`src/common/hfp_pkg.sv`:
```
// package: offsets, field layouts and carriers of the host fifo port block
package hfp_pkg;

	// ==========================================================
	// bus geometry
	localparam int DW = 32;             // host data width
	localparam int ADW = 8;             // host byte address width

	// ==========================================================
	// byte offsets of the host window
	localparam logic [7:0] OFS_RXD_BASE  = 8'h00; // rx data, aliased 00..1c
	localparam logic [7:0] OFS_TXD_BASE  = 8'h20; // tx data, aliased 20..3c
	localparam logic [7:0] OFS_RXS_POP   = 8'h40; // rx status, destructive
	localparam logic [7:0] OFS_RXS_PEEK  = 8'h44; // rx status, look only
	localparam logic [7:0] OFS_TXS_POP   = 8'h48; // tx status, destructive
	localparam logic [7:0] OFS_TXS_PEEK  = 8'h4c; // tx status, look only
	localparam logic [7:0] OFS_IDENT     = 8'h50; // read-only identity
	localparam logic [7:0] OFS_FIFO_CFG  = 8'h54; // fifo capacity limits
	localparam logic [7:0] OFS_EVENT     = 8'h58; // sticky event bits
	localparam logic [7:0] OFS_ACTION    = 8'h5c; // self-clearing actions
	localparam int ALIAS_MSB = 7;                 // alias window = addr[7:5]
	localparam int ALIAS_LSB = 5;
	localparam int HALF_SEL  = 1;                 // half select in 16-bit mode

	// ==========================================================
	// reset values and field layout
	localparam logic [31:0] IDENT_VALUE   = 32'h00c3_0001; // arbitrary value
	localparam logic [31:0] FIFO_CFG_RST  = 32'h0000_0000;
	localparam logic [31:0] CFG_KEEP_MASK = 32'hff00_0000; // survives soft rst
	localparam int CFG_FW      = 8;       // width of each limit field
	localparam int CFG_RXD_LSB = 0;       // rx data capacity limit
	localparam int CFG_TXD_LSB = 8;       // tx data capacity limit
	localparam int CFG_RXS_LSB = 16;      // rx status capacity limit
	localparam int EV_RX_OVR   = 0;       // rx data pushed while full
	localparam int EV_TX_OVR   = 1;       // tx data pushed while full
	localparam int EV_RX_UDR   = 2;       // rx pop while empty
	localparam int EV_LINK_LL  = 3;       // link dropped since last read
	localparam int EV_ALERT_LH = 4;       // alert seen since last read
	localparam int EV_NUM      = 5;
	localparam int ACT_SOFT_RST = 0;      // software reset request
	localparam int ACT_RX_FLUSH = 1;      // flush both rx queues
	localparam int ACT_NUM      = 2;

	// ==========================================================
	// access attribute of a status bit
	typedef enum logic [3:0] {
		ATTR_W1C = 4'b0001,           // write_one_clear_attr
		ATTR_COR = 4'b0010,           // clear_on_read_attr
		ATTR_LL  = 4'b0100,           // latching_low_attr
		ATTR_LH  = 4'b1000            // latching_high_attr
	} hfp_attr_e;

	// host request carrier, synchronous to clock
	typedef struct packed {
		logic            rd;          // read strobe, one cycle
		logic            wr;          // write strobe, one cycle
		logic [ADW-1:0]  addr;        // byte address offset
		logic [DW-1:0]   wdata;       // write data
	} hfp_host_req_s;

endpackage

```
`src/design/hfp_fifo.sv`:
```
// file: flip-flop queue with a capacity limit for the host fifo port
`timescale 1ns/1ps
module hfp_fifo
	import hfp_pkg::*;
#(
	parameter int W     = 32,          // entry width
	parameter int DEPTH = 16           // entries, power of two, at most 128
) (
	input  wire logic          clock,
	input  wire logic          rst_n,
	input  wire logic          flush,
	input  wire logic [7:0]    limit,
	input  wire logic          push,
	input  wire logic [W-1:0]  push_data,
	input  wire logic          pop,
	output logic      [W-1:0]  head,
	output logic      [7:0]    count,
	output logic               full,
	output logic               empty
);
	localparam int PW = $clog2(DEPTH);

	// ==========================================================
	// storage and pointers
	logic [W-1:0]  mem [DEPTH];         // entries, no reset needed
	logic [PW-1:0] wptr_q;              // next slot to fill
	logic [PW-1:0] rptr_q;              // oldest entry
	logic [7:0]    cnt_q;               // entries held
	logic [7:0]    lim_w;               // effective capacity
	logic          do_push;
	logic          do_pop;

	// zero or oversized limit means the whole depth
	assign lim_w   = (limit == 8'h00 || limit > 8'(DEPTH)) ? 8'(DEPTH)
	               : limit;
	assign full    = cnt_q >= lim_w;
	assign empty   = cnt_q == 8'h00;
	assign do_push = push & ~full;      // a full queue keeps its entries
	assign do_pop  = pop & ~empty;      // empty pop leaves pointers
	assign head    = mem[rptr_q];
	assign count   = cnt_q;

	// entry write, data only
	always_ff @(posedge clock) begin
		if (do_push) begin
			mem[wptr_q] <= push_data;
		end
	end

	// pointer and count update
	always_ff @(posedge clock) begin
		if (!rst_n || flush) begin
			wptr_q <= '0;
			rptr_q <= '0;
			cnt_q  <= 8'h00;
		end else begin
			wptr_q <= do_push ? wptr_q + 1'b1 : wptr_q;
			rptr_q <= do_pop ? rptr_q + 1'b1 : rptr_q;
			cnt_q  <= cnt_q + 8'(do_push) - 8'(do_pop);
		end
	end
endmodule // hfp_fifo

```
`src/design/hfp_attr_bit.sv`:
```
// file: one status bit with a selectable host access attribute
`timescale 1ns/1ps
module hfp_attr_bit
	import hfp_pkg::*;
#(
	parameter hfp_attr_e KIND = ATTR_W1C  // access attribute of this bit
) (
	input  wire logic clock,
	input  wire logic rst_n,
	input  wire logic soft_rst,
	input  wire logic cond,
	input  wire logic rd_clr,
	input  wire logic wr_one,
	output logic      q
);
	// ==========================================================
	// next state per attribute
	logic bit_q;
	logic bit_d;
	logic rst_val;                      // latch-low idles high

	assign rst_val = (KIND == ATTR_LL);
	// the setting condition always wins over a clear in the same cycle
	assign bit_d =
		(KIND == ATTR_W1C) ? (cond | (bit_q & ~wr_one)) :
		(KIND == ATTR_COR) ? (cond | (bit_q & ~rd_clr)) :
		(KIND == ATTR_LH)  ? (rd_clr ? cond : (bit_q | cond)) :
		                     (rd_clr ? cond : (bit_q & cond));
	assign q = bit_q;

	// all reset types restore the default
	always_ff @(posedge clock) begin
		if (!rst_n || soft_rst) begin
			bit_q <= rst_val;
		end else begin
			bit_q <= bit_d;
		end
	end

	if (KIND == ATTR_W1C) begin : g_w1c

	end
	if (KIND == ATTR_COR) begin : g_cor

	end
	if (KIND == ATTR_LH) begin : g_lh

	end
endmodule // hfp_attr_bit

```
`src/design/hfp_host_port.sv`:
```
// file: host register window with the four host fifo ports
`timescale 1ns/1ps
// Summary of operation
// - writes to read-only locations change nothing
// - write-only locations always read as zero
// - writing one clears the bit, zero keeps
// - clear-on-read bits clear when read
// - latching bits hold until read, then clear
// - immune fields survive software reset
// - reserved bits read as zero
// - reserved locations read as zero
// - every reset loads register defaults, except the immune field on software reset
// - four queues, three with programmable capacity
// - rx status pop returns and removes oldest
// - rx status peek returns oldest, no removal
// - rx data read consumes the word, in 16-bit mode only on the upper half
// - eight rx data aliases pop alike
// - tx data is write-only, write pushes, in 16-bit mode only on the upper half
// - eight tx data aliases push alike
// - tx status pop returns and removes oldest
// - tx status peek leaves queue untouched
// - registers sit at base plus fixed offset
module hfp_host_port
	import hfp_pkg::*;
#(
	parameter int RXD_DEPTH = 16,      // rx data entries
	parameter int TXD_DEPTH = 16,      // tx data entries
	parameter int RXS_DEPTH = 8,       // rx status entries
	parameter int TXS_DEPTH = 8        // tx status entries
) (
	input  wire logic           clock,
	input  wire logic           rst_n,
	input  wire hfp_host_req_s  host_req,
	input  wire logic           host_bus16,
	output logic      [DW-1:0]  host_rdata,
	output logic                host_rvalid,
	input  wire logic           rxd_push,
	input  wire logic [DW-1:0]  rxd_push_data,
	input  wire logic           rxs_push,
	input  wire logic [DW-1:0]  rxs_push_data,
	input  wire logic           txs_push,
	input  wire logic [DW-1:0]  txs_push_data,
	input  wire logic           txd_take,
	output logic                txd_valid,
	output logic      [DW-1:0]  txd_data,
	input  wire logic           link_ok,
	input  wire logic           alert_in
);
	localparam hfp_attr_e EV_ATTR [EV_NUM] =
		'{ATTR_W1C, ATTR_W1C, ATTR_COR, ATTR_LL, ATTR_LH};

	// ==========================================================
	// address decode
	logic [5:0]  word_a;               // word index of the access
	logic        rd;                   // read strobe
	logic        wr;                   // write strobe
	logic        sel_rxd;              // any of the rx data aliases
	logic        sel_txd;              // any of the tx data aliases
	logic        sel_rxs_pop;
	logic        sel_rxs_peek;
	logic        sel_txs_pop;
	logic        sel_txs_peek;
	logic        sel_ident;
	logic        sel_cfg;
	logic        sel_event;
	logic        sel_action;
	logic        upper_half;           // second half word in 16-bit mode

	assign rd     = host_req.rd;
	assign wr     = host_req.wr;   // no write path to read-only places
	assign word_a = host_req.addr[7:2];
	// every alias of a window decodes alike: low bits are ignored
	assign sel_rxd      = host_req.addr[ALIAS_MSB:ALIAS_LSB] ==
	                      OFS_RXD_BASE[ALIAS_MSB:ALIAS_LSB];
	assign sel_txd      = host_req.addr[ALIAS_MSB:ALIAS_LSB] ==
	                      OFS_TXD_BASE[ALIAS_MSB:ALIAS_LSB];
	assign sel_rxs_pop  = word_a == OFS_RXS_POP[7:2];
	assign sel_rxs_peek = word_a == OFS_RXS_PEEK[7:2];
	assign sel_txs_pop  = word_a == OFS_TXS_POP[7:2];
	assign sel_txs_peek = word_a == OFS_TXS_PEEK[7:2];
	assign sel_ident    = word_a == OFS_IDENT[7:2];
	assign sel_cfg      = word_a == OFS_FIFO_CFG[7:2];
	assign sel_event    = word_a == OFS_EVENT[7:2];
	assign sel_action   = word_a == OFS_ACTION[7:2];
	assign upper_half   = host_req.addr[HALF_SEL];

	// ==========================================================
	// control registers
	logic [DW-1:0]      cfg_q;         // capacity limits and keep field
	logic [DW-1:0]      cfg_d;
	logic [ACT_NUM-1:0] act_q;         // pending self-clearing actions
	logic [ACT_NUM-1:0] act_d;
	logic               soft_rst;      // software reset in progress
	logic               rx_flush;      // rx queues flush this cycle
	logic               all_flush;

	assign soft_rst  = act_q[ACT_SOFT_RST];
	assign rx_flush  = act_q[ACT_RX_FLUSH] | soft_rst;
	assign all_flush = soft_rst;

	// soft reset keeps the immune field and reloads the rest
	assign cfg_d =
		soft_rst ? ((cfg_q & CFG_KEEP_MASK) |
		            (FIFO_CFG_RST & ~CFG_KEEP_MASK)) :
		(wr && sel_cfg) ? host_req.wdata : cfg_q;
	// an action stays pending exactly one cycle, the cycle it acts
	assign act_d = (wr && sel_action) ? host_req.wdata[ACT_NUM-1:0]
	             : {ACT_NUM{1'b0}};

	// configuration and action registers
	always_ff @(posedge clock) begin
		if (!rst_n) begin
			cfg_q <= FIFO_CFG_RST;
			act_q <= {ACT_NUM{1'b0}};
		end else begin
			cfg_q <= cfg_d;
			act_q <= act_d;
		end
	end

	// ==========================================================
	// the four queues
	logic [DW-1:0] rxd_head;
	logic [DW-1:0] rxs_head;
	logic [DW-1:0] txs_head;
	logic [DW-1:0] txd_head;
	logic [7:0]    rxd_cnt;
	logic [7:0]    rxs_cnt;
	logic [7:0]    txs_cnt;
	logic [7:0]    txd_cnt;
	logic          rxd_full;
	logic          txd_full;
	logic          rxd_empty;
	logic          rxs_empty;
	logic          txs_empty;
	logic          txd_empty;
	logic          rxd_pop;
	logic          rxs_pop;
	logic          txs_pop;
	logic          txd_pop;
	logic          txd_push;
	logic [DW-1:0] txd_push_data;
	logic [15:0]   tx_lo_q;            // low half waiting in 16-bit mode

	// in 16-bit mode the word moves with its upper half
	assign rxd_pop  = rd & sel_rxd & (~host_bus16 | upper_half);
	assign rxs_pop  = rd & sel_rxs_pop;
	assign txs_pop  = rd & sel_txs_pop;
	assign txd_push = wr & sel_txd & (~host_bus16 | upper_half);
	assign txd_push_data = host_bus16 ?
		{host_req.wdata[15:0], tx_lo_q} : host_req.wdata;

	// capacities of three queues come from the config register
	hfp_fifo #(.W(DW), .DEPTH(RXD_DEPTH)) u_rxd (
		.clock     (clock),
		.rst_n     (rst_n),
		.flush     (rx_flush),
		.limit     (cfg_q[CFG_RXD_LSB +: CFG_FW]),
		.push      (rxd_push),
		.push_data (rxd_push_data),
		.pop       (rxd_pop),
		.head      (rxd_head),
		.count     (rxd_cnt),
		.full      (rxd_full),
		.empty     (rxd_empty)
	);
	hfp_fifo #(.W(DW), .DEPTH(RXS_DEPTH)) u_rxs (
		.clock     (clock),
		.rst_n     (rst_n),
		.flush     (rx_flush),
		.limit     (cfg_q[CFG_RXS_LSB +: CFG_FW]),
		.push      (rxs_push),
		.push_data (rxs_push_data),
		.pop       (rxs_pop),
		.head      (rxs_head),
		.count     (rxs_cnt),
		.full      (),
		.empty     (rxs_empty)
	);
	hfp_fifo #(.W(DW), .DEPTH(TXD_DEPTH)) u_txd (
		.clock     (clock),
		.rst_n     (rst_n),
		.flush     (all_flush),
		.limit     (cfg_q[CFG_TXD_LSB +: CFG_FW]),
		.push      (txd_push),
		.push_data (txd_push_data),
		.pop       (txd_pop),
		.head      (txd_head),
		.count     (txd_cnt),
		.full      (txd_full),
		.empty     (txd_empty)
	);
	// tx status capacity is fixed by its depth
	hfp_fifo #(.W(DW), .DEPTH(TXS_DEPTH)) u_txs (
		.clock     (clock),
		.rst_n     (rst_n),
		.flush     (all_flush),
		.limit     (8'h00),
		.push      (txs_push),
		.push_data (txs_push_data),
		.pop       (txs_pop),
		.head      (txs_head),
		.count     (txs_cnt),
		.full      (),
		.empty     (txs_empty)
	);

	// low half of a 16-bit tx write
	always_ff @(posedge clock) begin
		if (!rst_n) begin
			tx_lo_q <= 16'h0000;
		end else if (wr && sel_txd && host_bus16 && !upper_half) begin
			tx_lo_q <= host_req.wdata[15:0];
		end
	end

	// ==========================================================
	// tx drain stage, so the mac side sees flops only
	logic          txd_valid_q;
	logic [DW-1:0] txd_data_q;

	assign txd_pop = ~txd_empty & (~txd_valid_q | txd_take);

	// refill the stage whenever it empties or is taken
	always_ff @(posedge clock) begin
		if (!rst_n || all_flush) begin
			txd_valid_q <= 1'b0;
			txd_data_q  <= '0;
		end else if (txd_pop) begin
			txd_valid_q <= 1'b1;
			txd_data_q  <= txd_head;
		end else if (txd_take) begin
			txd_valid_q <= 1'b0;
		end
	end
	assign txd_valid = txd_valid_q;
	assign txd_data  = txd_data_q;

	// ==========================================================
	// sticky event bits
	logic [EV_NUM-1:0] ev_cond;        // raw event conditions
	logic [EV_NUM-1:0] ev_q;           // visible event bits

	assign ev_cond[EV_RX_OVR]   = rxd_push & rxd_full;
	assign ev_cond[EV_TX_OVR]   = txd_push & txd_full;
	assign ev_cond[EV_RX_UDR]   = (rxd_pop & rxd_empty) |
	                              (rxs_pop & rxs_empty);
	assign ev_cond[EV_LINK_LL]  = link_ok;
	assign ev_cond[EV_ALERT_LH] = alert_in;

	// one attribute cell per event bit
	for (genvar i = 0; i < EV_NUM; i++) begin : g_ev
		hfp_attr_bit #(.KIND(EV_ATTR[i])) u_bit (
			.clock    (clock),
			.rst_n    (rst_n),
			.soft_rst (soft_rst),
			.cond     (ev_cond[i]),
			.rd_clr   (rd & sel_event),
			.wr_one   (wr & sel_event & host_req.wdata[i]),
			.q        (ev_q[i])
		);
	end

	// ==========================================================
	// read data selection
	logic [DW-1:0] rxd_word;           // rx data as the bus width sees it
	logic [DW-1:0] rd_word;
	logic [DW-1:0] host_rdata_q;
	logic          host_rvalid_q;

	assign rxd_word = !host_bus16 ? rxd_head :
	                  upper_half ? {16'h0000, rxd_head[31:16]} :
	                  {16'h0000, rxd_head[15:0]};
	// tx aliases and reserved space read as zero
	assign rd_word =
		sel_rxd ? rxd_word :
		(sel_rxs_pop || sel_rxs_peek) ? rxs_head :
		(sel_txs_pop || sel_txs_peek) ? txs_head :
		sel_ident ? IDENT_VALUE :
		sel_cfg ? cfg_q :
		sel_event ? {{(DW-EV_NUM){1'b0}}, ev_q} :
		sel_action ? {{(DW-ACT_NUM){1'b0}}, act_q} :
		'0;

	// answer one cycle after the read strobe
	always_ff @(posedge clock) begin
		if (!rst_n) begin
			host_rdata_q  <= '0;
			host_rvalid_q <= 1'b0;
		end else begin
			host_rdata_q  <= rd ? rd_word : host_rdata_q;
			host_rvalid_q <= rd;
		end
	end
	assign host_rdata  = host_rdata_q;
	assign host_rvalid = host_rvalid_q;
endmodule // hfp_host_port

```
`config.mk`:
```
export PLATFORM = sky130hd
export DESIGN_NAME = hfp_host_port
export DESIGN_NICKNAME = d
export VERILOG_FILES = /design/src/common/hfp_pkg.sv /design/src/design/hfp_fifo.sv /design/src/design/hfp_attr_bit.sv /design/src/design/hfp_host_port.sv
export SDC_FILE = /design/constraint.sdc
export NUM_CORES = 2
export LEC_CHECK = 0
export BUFFER_PORTS_ARGS = -buffer_cell sky130_fd_sc_hd__buf_2
export CAP_MARGIN = 20
export CELL_PAD_IN_SITES_DETAIL_PLACEMENT = 0
export CELL_PAD_IN_SITES_GLOBAL_PLACEMENT = 2
export CORE_MARGIN = 10
export CORE_UTILIZATION = 45
export CTS_BUF_LIST = sky130_fd_sc_hd__clkbuf_8
export CTS_CLUSTER_DIAMETER = 120
export DETAILED_ROUTE_END_ITERATION = 10
export PLACE_DENSITY_LB_ADDON = 0.08
export SLEW_MARGIN = 5
export SYNTH_ARGS = -nofsm -noshare
export SYNTH_HDL_FRONTEND = slang
export SYNTH_SLANG_ARGS = --single-unit
```
`constraint.sdc`:
```
create_clock -name clock -period 5 [get_ports clock]
set_input_delay 1 -clock clock [delete_from_list [all_inputs] [get_ports clock]]
set_output_delay 1 -clock clock [all_outputs]
set_load 0.1 [all_outputs]
```
==> summary.md <==
| Metric | Value |
|---|---|
| Outcome | completed |
| Flop2flop setup slack | 0.62 ns |
| Remaining antenna violation count after routing | 0 |
| Avg Cell Area, Syn | 19.4 um^2 |
| Leakage | 0.0252 uW |
| Num CTS Buffers | 305 |
| Initial antenna violation count | 46 |
| Worst Hold Path EP | g_ev[3].u_bit.q$_SDFF_PP1_ |
| Buf+Inv Stages, Crit Path | 0 |
| Fin util | 51.4% |
| Global-route wire length before repair | 255000 um |
| Maximum vdd drop | 0.269 mV |
| F_max | 228 MHz |
| Aggregate global-route resource usage | 20.9% |
| Synthesized flop and latch total | 1727 |
| Hold Crit Class | input port to flip-flop |
| Reg2reg path depth | 17 |
| CP Cell Sequence | nor4_1 -> xor2_1 -> nor4_1 -> nor2b_1 -> ha_1 -> a21oi_1 -> nand2_1 -> a31oi_1 -> o21a_1 -> ha_1 -> fa_1 -> a21oi_1 -> o21bai_1 -> a21oi_1 -> o21bai_1 -> xnor2_1 -> nor2_1 |
| Vias | 34800 |
| Post-synth EDFFs | 1536 |
| Synth cell types | 69 |
| Die height | 408 um |
| Crit-path max cell delay | 0.54 ns |
| Mapped Cells | 3498 |
| Cell count of the worst hold path | 3 |
| Setup TNS | 0 ns |
| Most Frequent Cell on Critical Path | a21oi_1 |
| Slew headroom | 24.4% |
| Critical hold path startpoint | link_ok |
| Tightest Pin Transition | 1.13 ns |
| Top delay family on crit path | compound AO/OA/AOI/OAI gates |
| Port bufs | 211 |
| Clk slew on worst S/H paths | 0.07 ns |
| Clock Path Buffers | 4 |
| Post-cts sizing count | 0 |
| Crit path required time | 5.80 ns |
| Gpl congestion | 0.793 |
| # Max-Cap Violations | 0 |
| Layout net count | 4186 |
| Post-route clock period utilization | 87.6% |
| Die W | 408 um |
| Area grow syn2layout | 13.8% |
| Sequential cell area fraction in the yosys report | 73.8% |
| Pwr Density | 442 nW/um^2 |
| Die Area | 166000 um^2 |
| DRC viols | 0 |
| Post-CTS Hold Fix Bufs | 0 |
| Post-Syn Area | 67700 um^2 |
| R2r endpoint | u_rxd.count[6]$_SDFF_PP0_ |
| Worst R2R Start | cfg_q[0]$_SDFFE_PP0P_ |
| Setup Viol. Count Final | 0 |
| Synth area leader | edfxtp_1 |
| Initial drt markers | 2626 |
| Starting Density | 45.2% |
| Setup Fix Bufs, Post-CTS | 0 |
| Crit path DAT | 5.18 ns |
| Final WL | 176000 um |
| CP Capture Type | flip-flop |
| Avg WL per Cell | 28.5 um |
| Sink Count | 1727 |
| Yosys warns | 0 |
| TritonRoute pass-1 iters | 7 |
| Yosys top cell area share | 68.1% |
| Primary FF master, synth | edfxtp_1 |
| H-Tree Depth | 5 |
| Vias in the first global route | 36500 |
| CORE AREA | 150000 um^2 |
| Critical path class | flip-flop to flip-flop |
| CTS tree | built |
| GR Overflow Total | 0 |
| Synth async-reset ratio | 0% |
| Largest net degree at the start of global routing | 81 |
| Root Driver | clkbuf_8 |
| Slew Limit Fails | 0 |
| I/O Pins | 213 |
| Unrepaired setup endpoints after global routing | false |
| Vias per std cell | 5.61 |
| Post-DP HPWL | 113000 um |
| CP max FO | 16 |
| CP Launch Type | flip-flop |
| Final min period | 4.38 ns |
| Slowest stage cell on the critical path | nor4_1 |
| Share of layout cells above drive strength 1 | 29.1% |
| Final Hold Viols | 0 |
| Post-route clock skew | 0.0749 ns |
| Main area contributors after synthesis | edfxtp_1 68%, mux4_2 14%, dfxtp_1 5.6% |
| Setup crit start | cfg_q[0]$_SDFFE_PP0P_ |
| FP Rows | 142 |
| Worst skew pair latency | 0.99 ns |
[metrics by stage]
stage                     total power [uW]  cells  hold WS [ns]  setup WS, ns  cell area [um^2]
final                                34100   6196         0.285         0.622             77100
after global routing                 35600   6186         0.210         0.164             77000
after CTS                            34500   6183         0.172         0.594             77000
after detailed placement             23000   5660         0.444         0.625             71700
after global placement               22800   5659         0.440         0.586             71700
after floorplan                      21200   3507         0.432        0.0134             67800
[sequential cells by signal (all words and copies together), names as in the netlist, 5 cells and up, named ones only]
| name | cells |
|---|---|
| cfg_q | 32 |
| g_ev.u_bit.q | 5 |
| host_rdata | 32 |
| tx_lo_q | 16 |
| txd_data | 32 |
| u_rxd.count | 8 |
| u_rxd.mem | 512 |
| u_rxs.count | 8 |
| u_rxs.mem | 256 |
| u_txd.count | 8 |
| u_txd.mem | 512 |
| u_txs.count | 8 |
| u_txs.mem | 256 |
[kinds of logic after synthesis]
family,synth area share [%]
DFF,73.8
and+or+nand+nor,3.97
muxes,15.4
AOI/OAI and AO/OA,3.14
buffers and inverters,1.59
adders and majority gates,1.67
xor gates and xnor gates,0.427
other,0.00554
[tightest hold or removal path, delay by kind of cell]
kind	cells	cell delay, ns
buf+inv	1	0.07
simple gates	1	0.06
compound gates	1	0.06
[power by group]
part	leakage (uW)	internal, uW	switching, uW	total, uW
Clock	0.00311	6030	5510	11500
Combinational	0.00665	2220	3450	5680
Sequential	0.0155	16400	438	16900
Total	0.0252	24700	9400	34100
[cells in the final DEF (no fill, tap or decap), types with 7 or more instances in the layout]
cell | synthesis | routed
o21ai_0 | 48 | 48
nor2_1 | 131 | 127
a21boi_1 | 8 | 8
a22o_1 | 11 | 11
mux4_2 | 416 | 416
xnor2_1 | 23 | 23
a21o_1 | 7 | 7
and3_2 | 0 | 29
buf_4 | 23 | 91
mux2i_1 | 55 | 55
clkbuf_8 | 0 | 317
a221oi_1 | 7 | 7
buf_2 | 48 | 211
clkinv_2 | 0 | 27
dfxtp_1 | 191 | 178
edfxtp_1 | 1536 | 1536
nand3_1 | 64 | 64
clkinv_1 | 0 | 68
buf_12 | 0 | 19
inv_1 | 57 | 162
dfxtp_4 | 0 | 8
a21boi_0 | 24 | 24
ha_1 | 84 | 84
nand2b_1 | 26 | 25
nor2b_1 | 27 | 21
diode_2 | 0 | 13
o221ai_1 | 28 | 28
nor3_1 | 27 | 22
o211ai_1 | 13 | 13
a22oi_1 | 30 | 30
xor2_1 | 10 | 10
mux2_2 | 48 | 48
a211oi_1 | 10 | 10
nand2_1 | 211 | 210
conb_1 | 1 | 10
a21oi_1 | 87 | 87
and2_1 | 16 | 16
o2111ai_1 | 7 | 7
[metal layers]
| layer | global-route usage, % | vias to the layer above | part of all wire [%] |
|---|---|---|---|
| met5 | 0 | - | 0.11 |
| met4 | 5.05 | 30 | 1.9 |
| met3 | 4.98 | 292 | 7.0 |
| met2 | 34.4 | 1101 | 49 |
| met1 | 28.1 | 18200 | 42 |
| li1 | - | 15100 | - |
[cell usage after synthesis (11+ instances only)]
cell type and count:
inv_1 57, nor2_1 131, mux2i_1 55, nand2_1 211
edfxtp_1 1536, dfxtp_1 191, mux4_2 416, o221ai_1 28
buf_1 26, o211ai_1 13, and3_1 32, nand3_1 64
buf_2 48, a21oi_1 87, buf_4 23, ha_1 84
a22o_1 11, mux2_2 48, a21boi_0 24, o21ai_0 48
nor2b_1 27, clkbuf_1 84, nand2b_1 26, a22oi_1 30
and2_1 16, xnor2_1 23, nor3_1 27
[final cells by class]
cell class | count | area, um^2
antenna | 13 | 32.5
clock buffer | 317 | 4360
clock inverter | 206 | 920
fill | 12100 | 72700
inverter | 57 | 214
multi-input combinational | 1539 | 16900
sequential | 1727 | 50000
tap | 2016 | 2520
timing repair buffer | 321 | 2120
[how the worst max path moves through the flow]
stage | to | slack, ns | cells past startpoint
finish | u_rxd.count[6]$_SDFF_PP0_ | 0.62 | 17
global route | u_txd.count[6]$_SDFF_PP0_ | 0.16 | 21
CTS | u_rxd.count[6]$_SDFF_PP0_ | 0.59 | 17
detailed placement | u_rxd.mem[4][27]$_DFFE_PP_ | 0.63 | 11
global placement | u_rxd.mem[4][16]$_DFFE_PP_ | 0.59 | 11
floorplan | u_rxs.mem[0][0]$_DFFE_PP_ | 0.01 | 11
No activity file was read; power rests on OpenSTA's default activity.
